--- src/shared/swl_pkg.sv ---
// swl_pkg: register map, field positions, reset values and timing for the
// system wakeup / low-voltage / pending-summary control block.
// assumes a 32-bit apb slave with byte addresses, one aligned word per register.
package swl_pkg;

	// ****************************************************
	// register offsets (byte addresses)
	// ****************************************************
	localparam logic [7:0] SWL_OFF_WAKE = 8'h00; // periodic_wakeup_ctrl
	localparam logic [7:0] SWL_OFF_PWR = 8'h04; // power_monitor_ctrl
	localparam logic [7:0] SWL_OFF_PEND = 8'h08; // irq_pending_summary

	// ****************************************************
	// field positions
	// ****************************************************
	localparam int SWL_WK_FLAG = 7;
	localparam int SWL_WK_ACK = 6;
	localparam int SWL_WK_CLKS = 5;
	localparam int SWL_WK_IE = 4;
	localparam int SWL_PW_FLAG = 7;
	localparam int SWL_PW_ACK = 6;
	localparam int SWL_PW_IE = 5;
	localparam int SWL_PW_RE = 4;
	localparam int SWL_PW_SE = 3;
	localparam int SWL_PW_DE = 2;
	localparam int SWL_PW_BUF = 0;
	localparam int SWL_PD_KEY = 4;
	localparam int SWL_PD_CMP = 3;
	localparam int SWL_PD_TMR = 2;
	localparam int SWL_PD_WAKE = 1;
	localparam int SWL_PD_LV = 0;

	// ****************************************************
	// reset values
	// ****************************************************
	localparam logic [7:0] SWL_RST_WAKE = 8'h00;
	localparam logic [7:0] SWL_RST_PWR = 8'h00;

	// ****************************************************
	// timing
	// ****************************************************
	localparam int SWL_CLK_MHZ = 100;
	localparam int SWL_FAST_DIV = 32; // 32 khz divided down to 1 khz
	localparam int SWL_TICK_MS = 1; // wakeup tick period in ms
	localparam int SWL_TICK_CYC = SWL_TICK_MS * 1000 * SWL_CLK_MHZ;
	localparam logic [10:0] SWL_PER_8 = 11'h008;

endpackage : swl_pkg

--- src/verilog/swl_ctrl.sv ---
// swl_ctrl: periodic wakeup timer, low-voltage control/status and a
// read-only pending-interrupt summary, behind an apb slave.
// assumes clock pins from oscillators and the analog detector are asynchronous.
// Function
// - wakeup irq enable gates wakeup requests
// - period select 000 turns timer off
// - periods 8..1024 ticks of 1 ms
// - slow oscillator off only in stop: select 000, clksel 1
// - lowvolt flag sets only while detect enabled
// - lowvolt acknowledge write 1 clears, reads 0
// - lowvolt irq enable requests irq on flag
// - write-once reset enable forces device reset
// - stop enable keeps detection during stop
// - write-once detect enable qualifies lowvolt bits
// - write-once bits take first write only
// - reference buffer enable drives buffer output
// - summary bit 4: keypad flag and enable
// - summary bit 3: comparator flag and enable
// - summary bit 2: timer overflow flag, enable
// - summary bit 1: wakeup flag and enable
// - summary bit 0: lowvolt flag, ie, de
// - wakeup flag set on timer timeout
// - wakeup acknowledge write 1 clears, reads 0
// - clock select: 1 khz or 32 khz/32
//
// Implementation choices: the APB register port and the address map.
`timescale 1ns/1ps
module swl_ctrl #(
	parameter int TICK_CYC = swl_pkg::SWL_TICK_CYC
) (
	// clock, enable and reset
	input wire logic sys_clk,
	input wire logic clk_en,
	input wire logic rstn,
	// apb slave
	input wire logic psel,
	input wire logic penable,
	input wire logic pwrite,
	input wire logic [7:0] paddr,
	input wire logic [31:0] pwdata,
	output logic [31:0] prdata,
	output logic pready,
	output logic pslverr,
	// asynchronous sources
	input wire logic slow_osc_clk,
	input wire logic fast_osc_clk,
	input wire logic lowvolt_detect,
	// peripheral flags and enables (same clock)
	input wire logic keypad_flag,
	input wire logic keypad_irq_enable,
	input wire logic comparator_flag,
	input wire logic comparator_irq_enable,
	input wire logic timer_overflow_flag,
	input wire logic timer_overflow_irq_enable,
	// system status
	input wire logic stop_mode,
	// outputs
	output logic periodic_wakeup_irq,
	output logic lowvolt_irq,
	output logic lowvolt_reset_req,
	output logic slow_osc_enable,
	output logic lowvolt_detector_on,
	output logic reference_buffer_enable
);
	import swl_pkg::*;

	// ****************************************************
	// helpers
	// ****************************************************

	// period in ticks for each select code
	function automatic logic [10:0] period_ticks(input logic [2:0] sel);
		logic [10:0] p;
		p = 11'h000;
		case (sel)
			3'h1: p = SWL_PER_8;
			3'h0: p = 11'h000;
			default: p = 11'(11'h008 << sel);
		endcase
		return p;
	endfunction : period_ticks

	// three-stage synchroniser with agreement of stages two and three
	function automatic logic sync_next(input logic [2:0] s, input logic held);
		return (s[1] == s[2]) ? s[2] : held;
	endfunction : sync_next

	// ****************************************************
	// input synchronisers
	// ****************************************************
	logic [2:0] slow_sync_reg, fast_sync_reg, lv_sync_reg;
	logic slow_lvl_reg, slow_lvl_next, fast_lvl_reg, fast_lvl_next;
	logic lv_lvl_reg, lv_lvl_next;

	// agreed levels of the asynchronous inputs
	always_comb begin
		slow_lvl_next = sync_next(slow_sync_reg, slow_lvl_reg);
		fast_lvl_next = sync_next(fast_sync_reg, fast_lvl_reg);
		lv_lvl_next = sync_next(lv_sync_reg, lv_lvl_reg);
	end

	// shift chains; first stage feeds only the second
	always_ff @(posedge sys_clk) begin
		if (!rstn) begin
			slow_sync_reg <= 3'h0;
			fast_sync_reg <= 3'h0;
			lv_sync_reg <= 3'h0;
			slow_lvl_reg <= 1'b0;
			fast_lvl_reg <= 1'b0;
			lv_lvl_reg <= 1'b0;
		end else if (clk_en) begin
			slow_sync_reg <= {slow_sync_reg[1:0], slow_osc_clk};
			fast_sync_reg <= {fast_sync_reg[1:0], fast_osc_clk};
			lv_sync_reg <= {lv_sync_reg[1:0], lowvolt_detect};
			slow_lvl_reg <= slow_lvl_next;
			fast_lvl_reg <= fast_lvl_next;
			lv_lvl_reg <= lv_lvl_next;
		end
	end

	// ****************************************************
	// registers
	// ****************************************************
	logic wk_flag_reg, wk_flag_next, wk_clks_reg, wk_clks_next, wk_ie_reg, wk_ie_next;
	logic [2:0] wk_sel_reg, wk_sel_next;
	logic lv_flag_reg, lv_flag_next, lv_ie_reg, lv_ie_next, lv_re_reg, lv_re_next;
	logic lv_se_reg, lv_se_next, lv_de_reg, lv_de_next, buf_reg, buf_next;
	logic re_done_reg, re_done_next, de_done_reg, de_done_next;
	logic [4:0] fdiv_reg, fdiv_next;
	logic [10:0] cnt_reg, cnt_next;
	logic slow_prev_reg, fast_prev_reg, tick_reg, tick_next;
	logic [31:0] prdata_reg, prdata_next;
	logic wr_wake, wr_pwr, acc, timeout, lv_event, lv_active;
	logic [7:0] pend;

	assign acc = psel && penable;
	assign wr_wake = acc && pwrite && (paddr == SWL_OFF_WAKE);
	assign wr_pwr = acc && pwrite && (paddr == SWL_OFF_PWR);

	// detection runs while enabled, and in stop only with stop enable
	assign lv_active = lv_de_reg && (!stop_mode || lv_se_reg);
	assign lv_event = lv_active && lv_lvl_reg;

	// wakeup timeout on a tick that arrives with the count at the selected period minus one
	assign timeout = (wk_sel_reg != 3'h0) && tick_reg
		&& (cnt_reg == 11'(period_ticks(wk_sel_reg) - 11'h001));

	// pending summary, one flag/enable pair per source, lowvolt also gated by detect enable
	always_comb begin
		pend = 8'h00;
		pend[SWL_PD_KEY] = keypad_flag && keypad_irq_enable;
		pend[SWL_PD_CMP] = comparator_flag && comparator_irq_enable;
		pend[SWL_PD_TMR] = timer_overflow_flag && timer_overflow_irq_enable;
		pend[SWL_PD_WAKE] = wk_flag_reg && wk_ie_reg;
		pend[SWL_PD_LV] = lv_flag_reg && lv_ie_reg && lv_de_reg;
	end

	// next state of tick source, counter and control bits
	always_comb begin
		fdiv_next = fdiv_reg;
		tick_next = 1'b0;
		cnt_next = cnt_reg;
		// divide the fast clock by 32 or use slow rising edges
		if (fast_lvl_reg && !fast_prev_reg) begin
			fdiv_next = 5'(fdiv_reg + 5'h01);
		end
		if (wk_clks_reg) begin
			tick_next = fast_lvl_reg && !fast_prev_reg
				&& (fdiv_reg == 5'(SWL_FAST_DIV - 1));
		end else begin
			tick_next = slow_lvl_reg && !slow_prev_reg;
		end
		if (wk_sel_reg == 3'h0) begin
			cnt_next = 11'h000;
		end else if (timeout) begin
			cnt_next = 11'h000;
		end else if (tick_reg) begin
			cnt_next = 11'(cnt_reg + 11'h001);
		end
		wk_flag_next = wk_flag_reg;
		wk_clks_next = wk_clks_reg;
		wk_ie_next = wk_ie_reg;
		wk_sel_next = wk_sel_reg;
		lv_flag_next = lv_flag_reg;
		lv_ie_next = lv_ie_reg;
		lv_re_next = lv_re_reg;
		lv_se_next = lv_se_reg;
		lv_de_next = lv_de_reg;
		buf_next = buf_reg;
		re_done_next = re_done_reg;
		de_done_next = de_done_reg;
		if (wr_wake) begin
			wk_clks_next = pwdata[SWL_WK_CLKS];
			wk_ie_next = pwdata[SWL_WK_IE];
			wk_sel_next = pwdata[2:0];
			if (pwdata[SWL_WK_ACK]) begin
				wk_flag_next = 1'b0;
			end
		end
		if (wr_pwr) begin
			lv_ie_next = pwdata[SWL_PW_IE];
			lv_se_next = pwdata[SWL_PW_SE];
			buf_next = pwdata[SWL_PW_BUF];
			if (!re_done_reg) begin
				lv_re_next = pwdata[SWL_PW_RE];
				re_done_next = 1'b1;
			end
			if (!de_done_reg) begin
				lv_de_next = pwdata[SWL_PW_DE];
				de_done_next = 1'b1;
			end
			if (pwdata[SWL_PW_ACK]) begin
				lv_flag_next = 1'b0;
			end
		end
		// set wins over a simultaneous acknowledge
		if (timeout) begin
			wk_flag_next = 1'b1;
		end
		if (lv_event) begin
			lv_flag_next = 1'b1;
		end
	end

	// apb read data, unmapped reads return zero
	always_comb begin
		prdata_next = prdata_reg;
		if (psel && !penable && !pwrite) begin
			prdata_next = 32'h0000_0000;
			case (paddr)
				SWL_OFF_WAKE: prdata_next[7:0] = {wk_flag_reg, 1'b0, wk_clks_reg,
					wk_ie_reg, 1'b0, wk_sel_reg};
				SWL_OFF_PWR: prdata_next[7:0] = {lv_flag_reg, 1'b0, lv_ie_reg,
					lv_re_reg, lv_se_reg, lv_de_reg, 1'b0, buf_reg};
				SWL_OFF_PEND: prdata_next[7:0] = pend;
				default: prdata_next = 32'h0000_0000;
			endcase
		end
	end

	// register all state except the input synchroniser chains
	always_ff @(posedge sys_clk) begin
		if (!rstn) begin
			{wk_flag_reg, wk_clks_reg, wk_ie_reg} <= 3'h0;
			wk_sel_reg <= SWL_RST_WAKE[2:0];
			{lv_flag_reg, lv_ie_reg, lv_re_reg, lv_se_reg, lv_de_reg} <= 5'h00;
			buf_reg <= SWL_RST_PWR[SWL_PW_BUF];
			re_done_reg <= 1'b0;
			de_done_reg <= 1'b0;
			fdiv_reg <= 5'h00;
			cnt_reg <= 11'h000;
			slow_prev_reg <= 1'b0;
			fast_prev_reg <= 1'b0;
			tick_reg <= 1'b0;
			prdata_reg <= 32'h0000_0000;
		end else if (clk_en) begin
			wk_flag_reg <= wk_flag_next;
			wk_clks_reg <= wk_clks_next;
			wk_ie_reg <= wk_ie_next;
			wk_sel_reg <= wk_sel_next;
			lv_flag_reg <= lv_flag_next;
			lv_ie_reg <= lv_ie_next;
			lv_re_reg <= lv_re_next;
			lv_se_reg <= lv_se_next;
			lv_de_reg <= lv_de_next;
			buf_reg <= buf_next;
			re_done_reg <= re_done_next;
			de_done_reg <= de_done_next;
			fdiv_reg <= fdiv_next;
			cnt_reg <= cnt_next;
			slow_prev_reg <= slow_lvl_reg;
			fast_prev_reg <= fast_lvl_reg;
			tick_reg <= tick_next;
			prdata_reg <= prdata_next;
		end
	end

	// ****************************************************
	// outputs
	// ****************************************************
	assign prdata = prdata_reg;
	assign pready = 1'b1; // zero wait states
	assign pslverr = 1'b0;
	assign periodic_wakeup_irq = wk_flag_reg && wk_ie_reg;
	assign lowvolt_irq = lv_flag_reg && lv_ie_reg && lv_de_reg;
	assign lowvolt_reset_req = lv_flag_reg && lv_re_reg && lv_de_reg;
	assign slow_osc_enable = !(stop_mode && wk_sel_reg == 3'h0 && wk_clks_reg);
	assign lowvolt_detector_on = lv_active;
	assign reference_buffer_enable = buf_reg;
endmodule : swl_ctrl

--- config.mk ---
export PLATFORM = sky130hd
export DESIGN_NAME = swl_ctrl
export DESIGN_NICKNAME = d
export VERILOG_FILES = /design/src/shared/swl_pkg.sv /design/src/verilog/swl_ctrl.sv
export SDC_FILE = /design/constraint.sdc
export NUM_CORES = 1
export LEC_CHECK = 0
export BUFFER_PORTS_ARGS = -buffer_cell sky130_fd_sc_hd__buf_2
export CAP_MARGIN = 20
export CORE_MARGIN = 2
export CORE_UTILIZATION = 46
export CTS_BUF_LIST = sky130_fd_sc_hd__clkbuf_4 sky130_fd_sc_hd__clkbuf_8 sky130_fd_sc_hd__clkbuf_16
export DETAILED_ROUTE_END_ITERATION = 6
export PLACE_DENSITY = 0.73
export SYNTH_ARGS = -nofsm -noshare
export SYNTH_HDL_FRONTEND = slang
export SYNTH_SLANG_ARGS = --single-unit
--- constraint.sdc ---
create_clock -name sys_clk -period 3.1 [get_ports sys_clk]
set_clock_uncertainty 0.1 [all_clocks]
set_input_delay 0.93 -clock sys_clk [delete_from_list [all_inputs] [get_ports sys_clk]]
set_output_delay 0.93 -clock sys_clk [all_outputs]
set_load 0.05 [all_outputs]
# After elaboration in Yosys (flattened, before gate mapping)
# Cells that the tools add are included.
# Widths: inputs -> output; s select.
[word_totals] output_inout_bits=40 regBits=52 in_bits=56 wordCells=96
[op_classes] shift=1 bitwise_logic=1 n_mux=11 reduce_logical=49 addsub=3 eq_ne=8
[op_table] operator="$mux 11" n=3
[op_table] operator="$pmux 8 s3" n=1
[op_table] operator="$logic_and 1x1->1" n=23
[op_table] operator="$pmux 11 s2" n=1
[op_table] operator="$reduce_and 2->1" n=8
[op_table] operator="$add 11x1->11 const B" n=1
[op_table] operator="$eq 11x11->1" n=1
[op_table] operator="$shl 4x3->11 const A" n=1
[op_table] operator="$sub 11x1->11 const B" n=1
[op_table] operator="$reduce_and 3->1" n=3
[op_table] operator="$eq 8x3->1 const B" n=1
[op_table] operator="$eq 8x4->1 const B" n=1
[op_table] operator="$logic_not 8->1" n=1
[op_table] operator="$reduce_bool 2->1" n=4
[op_table] operator="$logic_not 1->1" n=6
[op_table] operator="$mux 1" n=6
[op_table] operator="$reduce_bool 3->1" n=2
[op_table] operator="$add 5x1->5 const B" n=1
[op_table] operator="$eq 5x5->1 const B" n=1
[op_table] operator="$eq 1x1->1" n=3
[op_table] operator="$eq 3x1->1 const B" n=1
[op_table] operator="$logic_not 3->1" n=1
[op_table] operator="$logic_or 1x1->1" n=1
[op_table] operator="$not 1->1" n=1

# Logic depth before layout (Yosys ltp)
[logic_depth] depth_word=7 ltp_mapped=13 ltp_nobuf=11

# Worst setup path after synthesis
# No wires, ideal clock.
[synth_timing] path_kind="in2out" start="input port stop_mode" end="output port lowvolt_detector_on" t_required_ns=2.070 arrival_time_ns=2.118 stages=1 n_path_buf=0 slack_ns=-0.048 path_cell_list="a21boi_0"
[synth_between] elab_chain_cells=3
[synth_lines] item="from (decl)" line_no="swl_ctrl.sv:56" source="input wire logic stop_mode,"
[synth_lines] item="$logic_not 1->1" line_no="swl_ctrl.sv:141" source="assign lv_active = lv_de_reg && (!stop_mode || lv_se_reg);"
[synth_lines] item="$logic_or 1x1->1" line_no="swl_ctrl.sv:141"
[synth_lines] item="$logic_and 1x1->1" line_no="swl_ctrl.sv:141"
[synth_lines] item="to (decl)" line_no="swl_ctrl.sv:62" source="output logic lowvolt_detector_on,"
# Every way passes these cells.

# Final worst setup path
[layout_timing] start="register wk_sel_reg[1]" end="register cnt_reg[7]"
[layout_between] elab_chain_cells=7 elab_cells_between_ends=13 cone_classes="add/sub (1); eq/ne (2); shift (1); mux (3); reduce/logical (6)"
[layout_lines] item="from (decl)" line_no="swl_ctrl.sv:125" source="logic [2:0] wk_sel_reg, wk_sel_next;"
[layout_lines] item="from (signal assigned)" line_no="swl_ctrl.sv:245" source="wk_sel_reg <= SWL_RST_WAKE[2:0];"
[layout_lines] item="from (signal assigned)" line_no="swl_ctrl.sv:260" source="wk_sel_reg <= wk_sel_next;"
[layout_lines] item="$shl 4x3->11 (tied with other cells)" line_no="swl_ctrl.sv:78" source="default: p = 11'(11'h008 << sel);"
[layout_lines] item="$pmux 11 s2" line_no="swl_ctrl.sv:75" source="case (sel)"
[layout_lines] item="$sub 11x1->11" line_no="swl_ctrl.sv:146" source="&& (cnt_reg == 11'(period_ticks(wk_sel_reg) - 11'h001));"
[layout_lines] item="$eq 11x11->1" line_no="swl_ctrl.sv:146"
[layout_lines] item="$logic_and 1x1->1" line_no="swl_ctrl.sv:146"
[layout_lines] item="$reduce_bool 3->1 (no line) / $mux 11 (equally long branches)"
[layout_lines] item="$reduce_and 2->1 (no line) / $mux 11 (equally long branches)"
[layout_lines] item="to (signal assigned)" line_no="swl_ctrl.sv:270" source="cnt_reg <= cnt_next;"
[layout_lines] item="to (decl)" line_no="swl_ctrl.sv:130" source="logic [10:0] cnt_reg, cnt_next;"
# Parallel ways exist; a longest one is shown, timed or not.
# A chain may end at the register's enable or synchronous reset.

==> metrics.log <==
INFO  metric outcome = complete, no violations
INFO  metric timing_hold_violations_final = 0
INFO  metric yosysUniqueCellTypes = 50
INFO  metric start_util = 0.475
INFO  metric netlist_top_cells_area = dfxtp_1 (34%), mux2i_1 (8.0%), buf_4 (7.3%)
INFO  metric final_util = 0.523
INFO  metric grt_pass1_vias = 2271
INFO  metric netlist.top_cell.by_area = dfxtp_1
INFO  metric cts_inserted_buffers = 5
INFO  metric maximum_achievable_frequency = 356 MHz
INFO  metric power.density = 367 nW/um2
INFO  metric grt_overflow = 0
INFO  metric ir_drop = 0.262 mV
INFO  metric track_usage = 0.167
INFO  metric critical_register_to_register_path_endpoint = cnt_reg[7]
INFO  metric vias = 2493
INFO  metric synth_area_per_cell = 8.50 um2
INFO  metric gp_congestion = 0.802
INFO  metric layout.cells.non_filler = 471
INFO  metric number_of_flip_flops_under_the_largest_register_name = 11
INFO  metric timing.critical_path.to_type = register
INFO  metric tritoncts = done
INFO  metric netlist_area = 3000 um2
INFO  metric finalHoldWorstSlack = 0.378 ns
INFO  metric maxCapViolations = 0
INFO  metric global_route_wire_length_before_repair = 10200 um
INFO  metric htree_levels = 2
INFO  metric layout_min_cycle_time = 2.81 ns
INFO  metric timing_worst_slew_pin_value = 0.529 ns
INFO  metric core_area = 6310 um2
INFO  metric ant_nets = 0
INFO  metric boundaryPins = 96
INFO  metric drive_gt1_frac = 0.173
INFO  metric setup_viol = 0
INFO  metric cts_root_buf = clkbuf_8
INFO  metric timing.hold.worst_path_depth = 2
INFO  metric rsz_0062_raised_after_global_routing = false
INFO  metric first_iter_violations = 87
INFO  metric fin_total_pwr = 1.21 mW
INFO  metric detail_route.first_pass.iterations = 4
INFO  metric routed_wl = 6030 um
INFO  metric antenna_cells_inserted = 0
INFO  metric min_from = fast_sync_reg[2]
INFO  metric final.setup.tns = 0 ns
INFO  metric drc = 0
INFO  metric grt_start_max_net_pins = 28
INFO  metric final.period_utilization = 0.907
INFO  metric timing.setup.critical_path_class = register to register
INFO  metric post_drt_wl_per_cell = 12.8 um
INFO  metric crit_arrival = 2.90 ns
INFO  metric dp_hpwl = 4490 um
INFO  metric timing.hold.worst_endpoint = fast_lvl_reg
INFO  metric yosys_warnings = 0
INFO  metric fraction_of_registers_with_async_set_reset = 0
INFO  metric antenna_found_initial = 0
INFO  metric synthToLayoutAreaGrowth = 10.1%
INFO  metric synth_enable_flop_cells = 0
INFO  metric die-width = 84.7 um
INFO  metric synth-seq-area-share = 0.340
INFO  metric setup.worst_path.start_class = register
INFO  metric post_cts_resized = 0
INFO  metric viasPerCell = 5.29
INFO  metric cts.path.max_buffers = 2
INFO  metric slew_headroom = 0.646
INFO  metric die_area = 7180 um2
INFO  metric synth.ff_latch_count = 51
INFO  metric critical_path.startpoint = wk_sel_reg[1]
INFO  metric timing.rr.start = wk_sel_reg[1]
INFO  metric reg2regPathDepth = 11
INFO  metric postSynth.topFlopCell = dfxtp_1
INFO  metric cts.reportedPaths.clkPinSlew = 0.10 ns
INFO  metric place.port_buffers = 43
INFO  metric design.final.nets = 456
INFO  metric min_path_type = register to register
INFO  metric clk-insertion-delay-late = 0.31 ns
INFO  metric worst-endpoint-required = 3.19 ns
INFO  metric r2r_slack = 0.29 ns
INFO  metric synth_top_area_share = 0.340
INFO  metric cts_sinks = 51
INFO  metric critical_path_peak_fanout = 6
INFO  metric placedCellCount = 461
INFO  metric gate_count_of_the_mapped_netlist = 353
INFO  metric die-height = 84.7 um
INFO  metric maxSlewViolCount = 0
INFO  metric leakagePower = 1.33 nW
INFO  metric core.rowCount = 29
[stage by stage]
stage	setup WS, ns	cell area [um2]
after global placement	0.193	3190
after global routing	0.0847	3300
after CTS	0.173	3290
final	0.289	3300
after floorplan	0.0598	3090
after detailed placement	0.196	3190
[cells in the mapped netlist (all sizes together) (3+ instances only)]
cell type,instances
buf,36
nand4,3
nand2,32
nor2b,30
and3,6
nand3,16
a21oi,4
a21boi,11
nor3b,3
or3,6
ha,7
nor3,5
o22ai,4
o211ai,5
dfxtp,51
o21ai,20
clkbuf,11
mux2i,24
o31ai,4
inv,10
and2,7
a22oi,4
nor2,11
xor2,3
xnor2,9
nor4,5
[placed cells by master, fill, tap and decap left out, types with 7 or more instances in the layout]
cell,n
inv_1,10
ha_1,7
xnor2_1,9
dfxtp_1,51
o21ai_0,19
nor2b_1,30
conb_1,27
a21boi_0,10
nand2_1,32
buf_4,12
nor2_1,11
nand3_1,16
mux2i_1,24
buf_2,43
and2_1,7
[critical path, stage by stage (launching register included)]
cell	delay, ns
dfxtp_1	0.35
inv_1	0.07
ha_1	0.22
xor2_1	0.16
or3_1	0.31
ha_1	0.31
xor2_1	0.13
nand4_1	0.12
nor3b_2	0.23
o211ai_1	0.25
a221oi_1	0.34
o31ai_1	0.11
[final cells by class]
type,instances,area (um2)
clock buffers,5,68.8
clock inverters,3,27.5
fillers,602,3010
inverters,10,37.5
multi-input cells,270,1740
flip-flops and latches,51,1020
well taps,77,96.3
repair buffers,55,305
[report_power, final]
part | total (mW) | internal [mW] | switching, mW
registers | 0.663 | 0.660 | 0.00328
logic | 0.140 | 0.0331 | 0.107
clock network | 0.407 | 0.166 | 0.241
total | 1.21 | 0.859 | 0.351
[what timing repair did]
| item | 4_1_cts | 5_1_grt |
|---|---|---|
| setup endpoints to repair | 0 | 5 |
| buffers inserted | 0 | 2 |
| hold endpoints to repair | 0 | 0 |
| hold buffers | 0 | 0 |
[how the worst max path moves through the flow]
| stage | slack [ns] | cells after the start | end |
|---|---|---|---|
| 2_1_floorplan | 0.06 | 13 | cnt_reg[6] |
| 3_3_place_gp | 0.19 | 11 | cnt_reg[5] |
| 3_5_place_dp | 0.20 | 11 | cnt_reg[5] |
| 4_1_cts | 0.17 | 11 | cnt_reg[5] |
| 5_1_grt | 0.08 | 11 | cnt_reg[8] |
| 6_report | 0.29 | 11 | cnt_reg[7] |
[cells by family (layout without fill, tap and decap cells)]
logic type      Yosys count  count (layout)  synth area share
fa+ha+maj                 7               7            0.0292
simple gates            131             131             0.240
xor+xnor                 13              13            0.0426
mux                      24              24            0.0801
buf+inv                  57              73             0.109
compound gates           68              68             0.156
other cells               2              27           0.00250
flops                    51              51             0.340
[per-layer routing]
layer  track usage  up-vias  wire, um
li1              -     1260         -
met1         0.218     1175      2800
met2         0.288       56      2930
met3        0.0324        2       290
met4        0.0346        0        14
met5             0        -         0
Note: power is estimated with default switching activity, not from simulation.
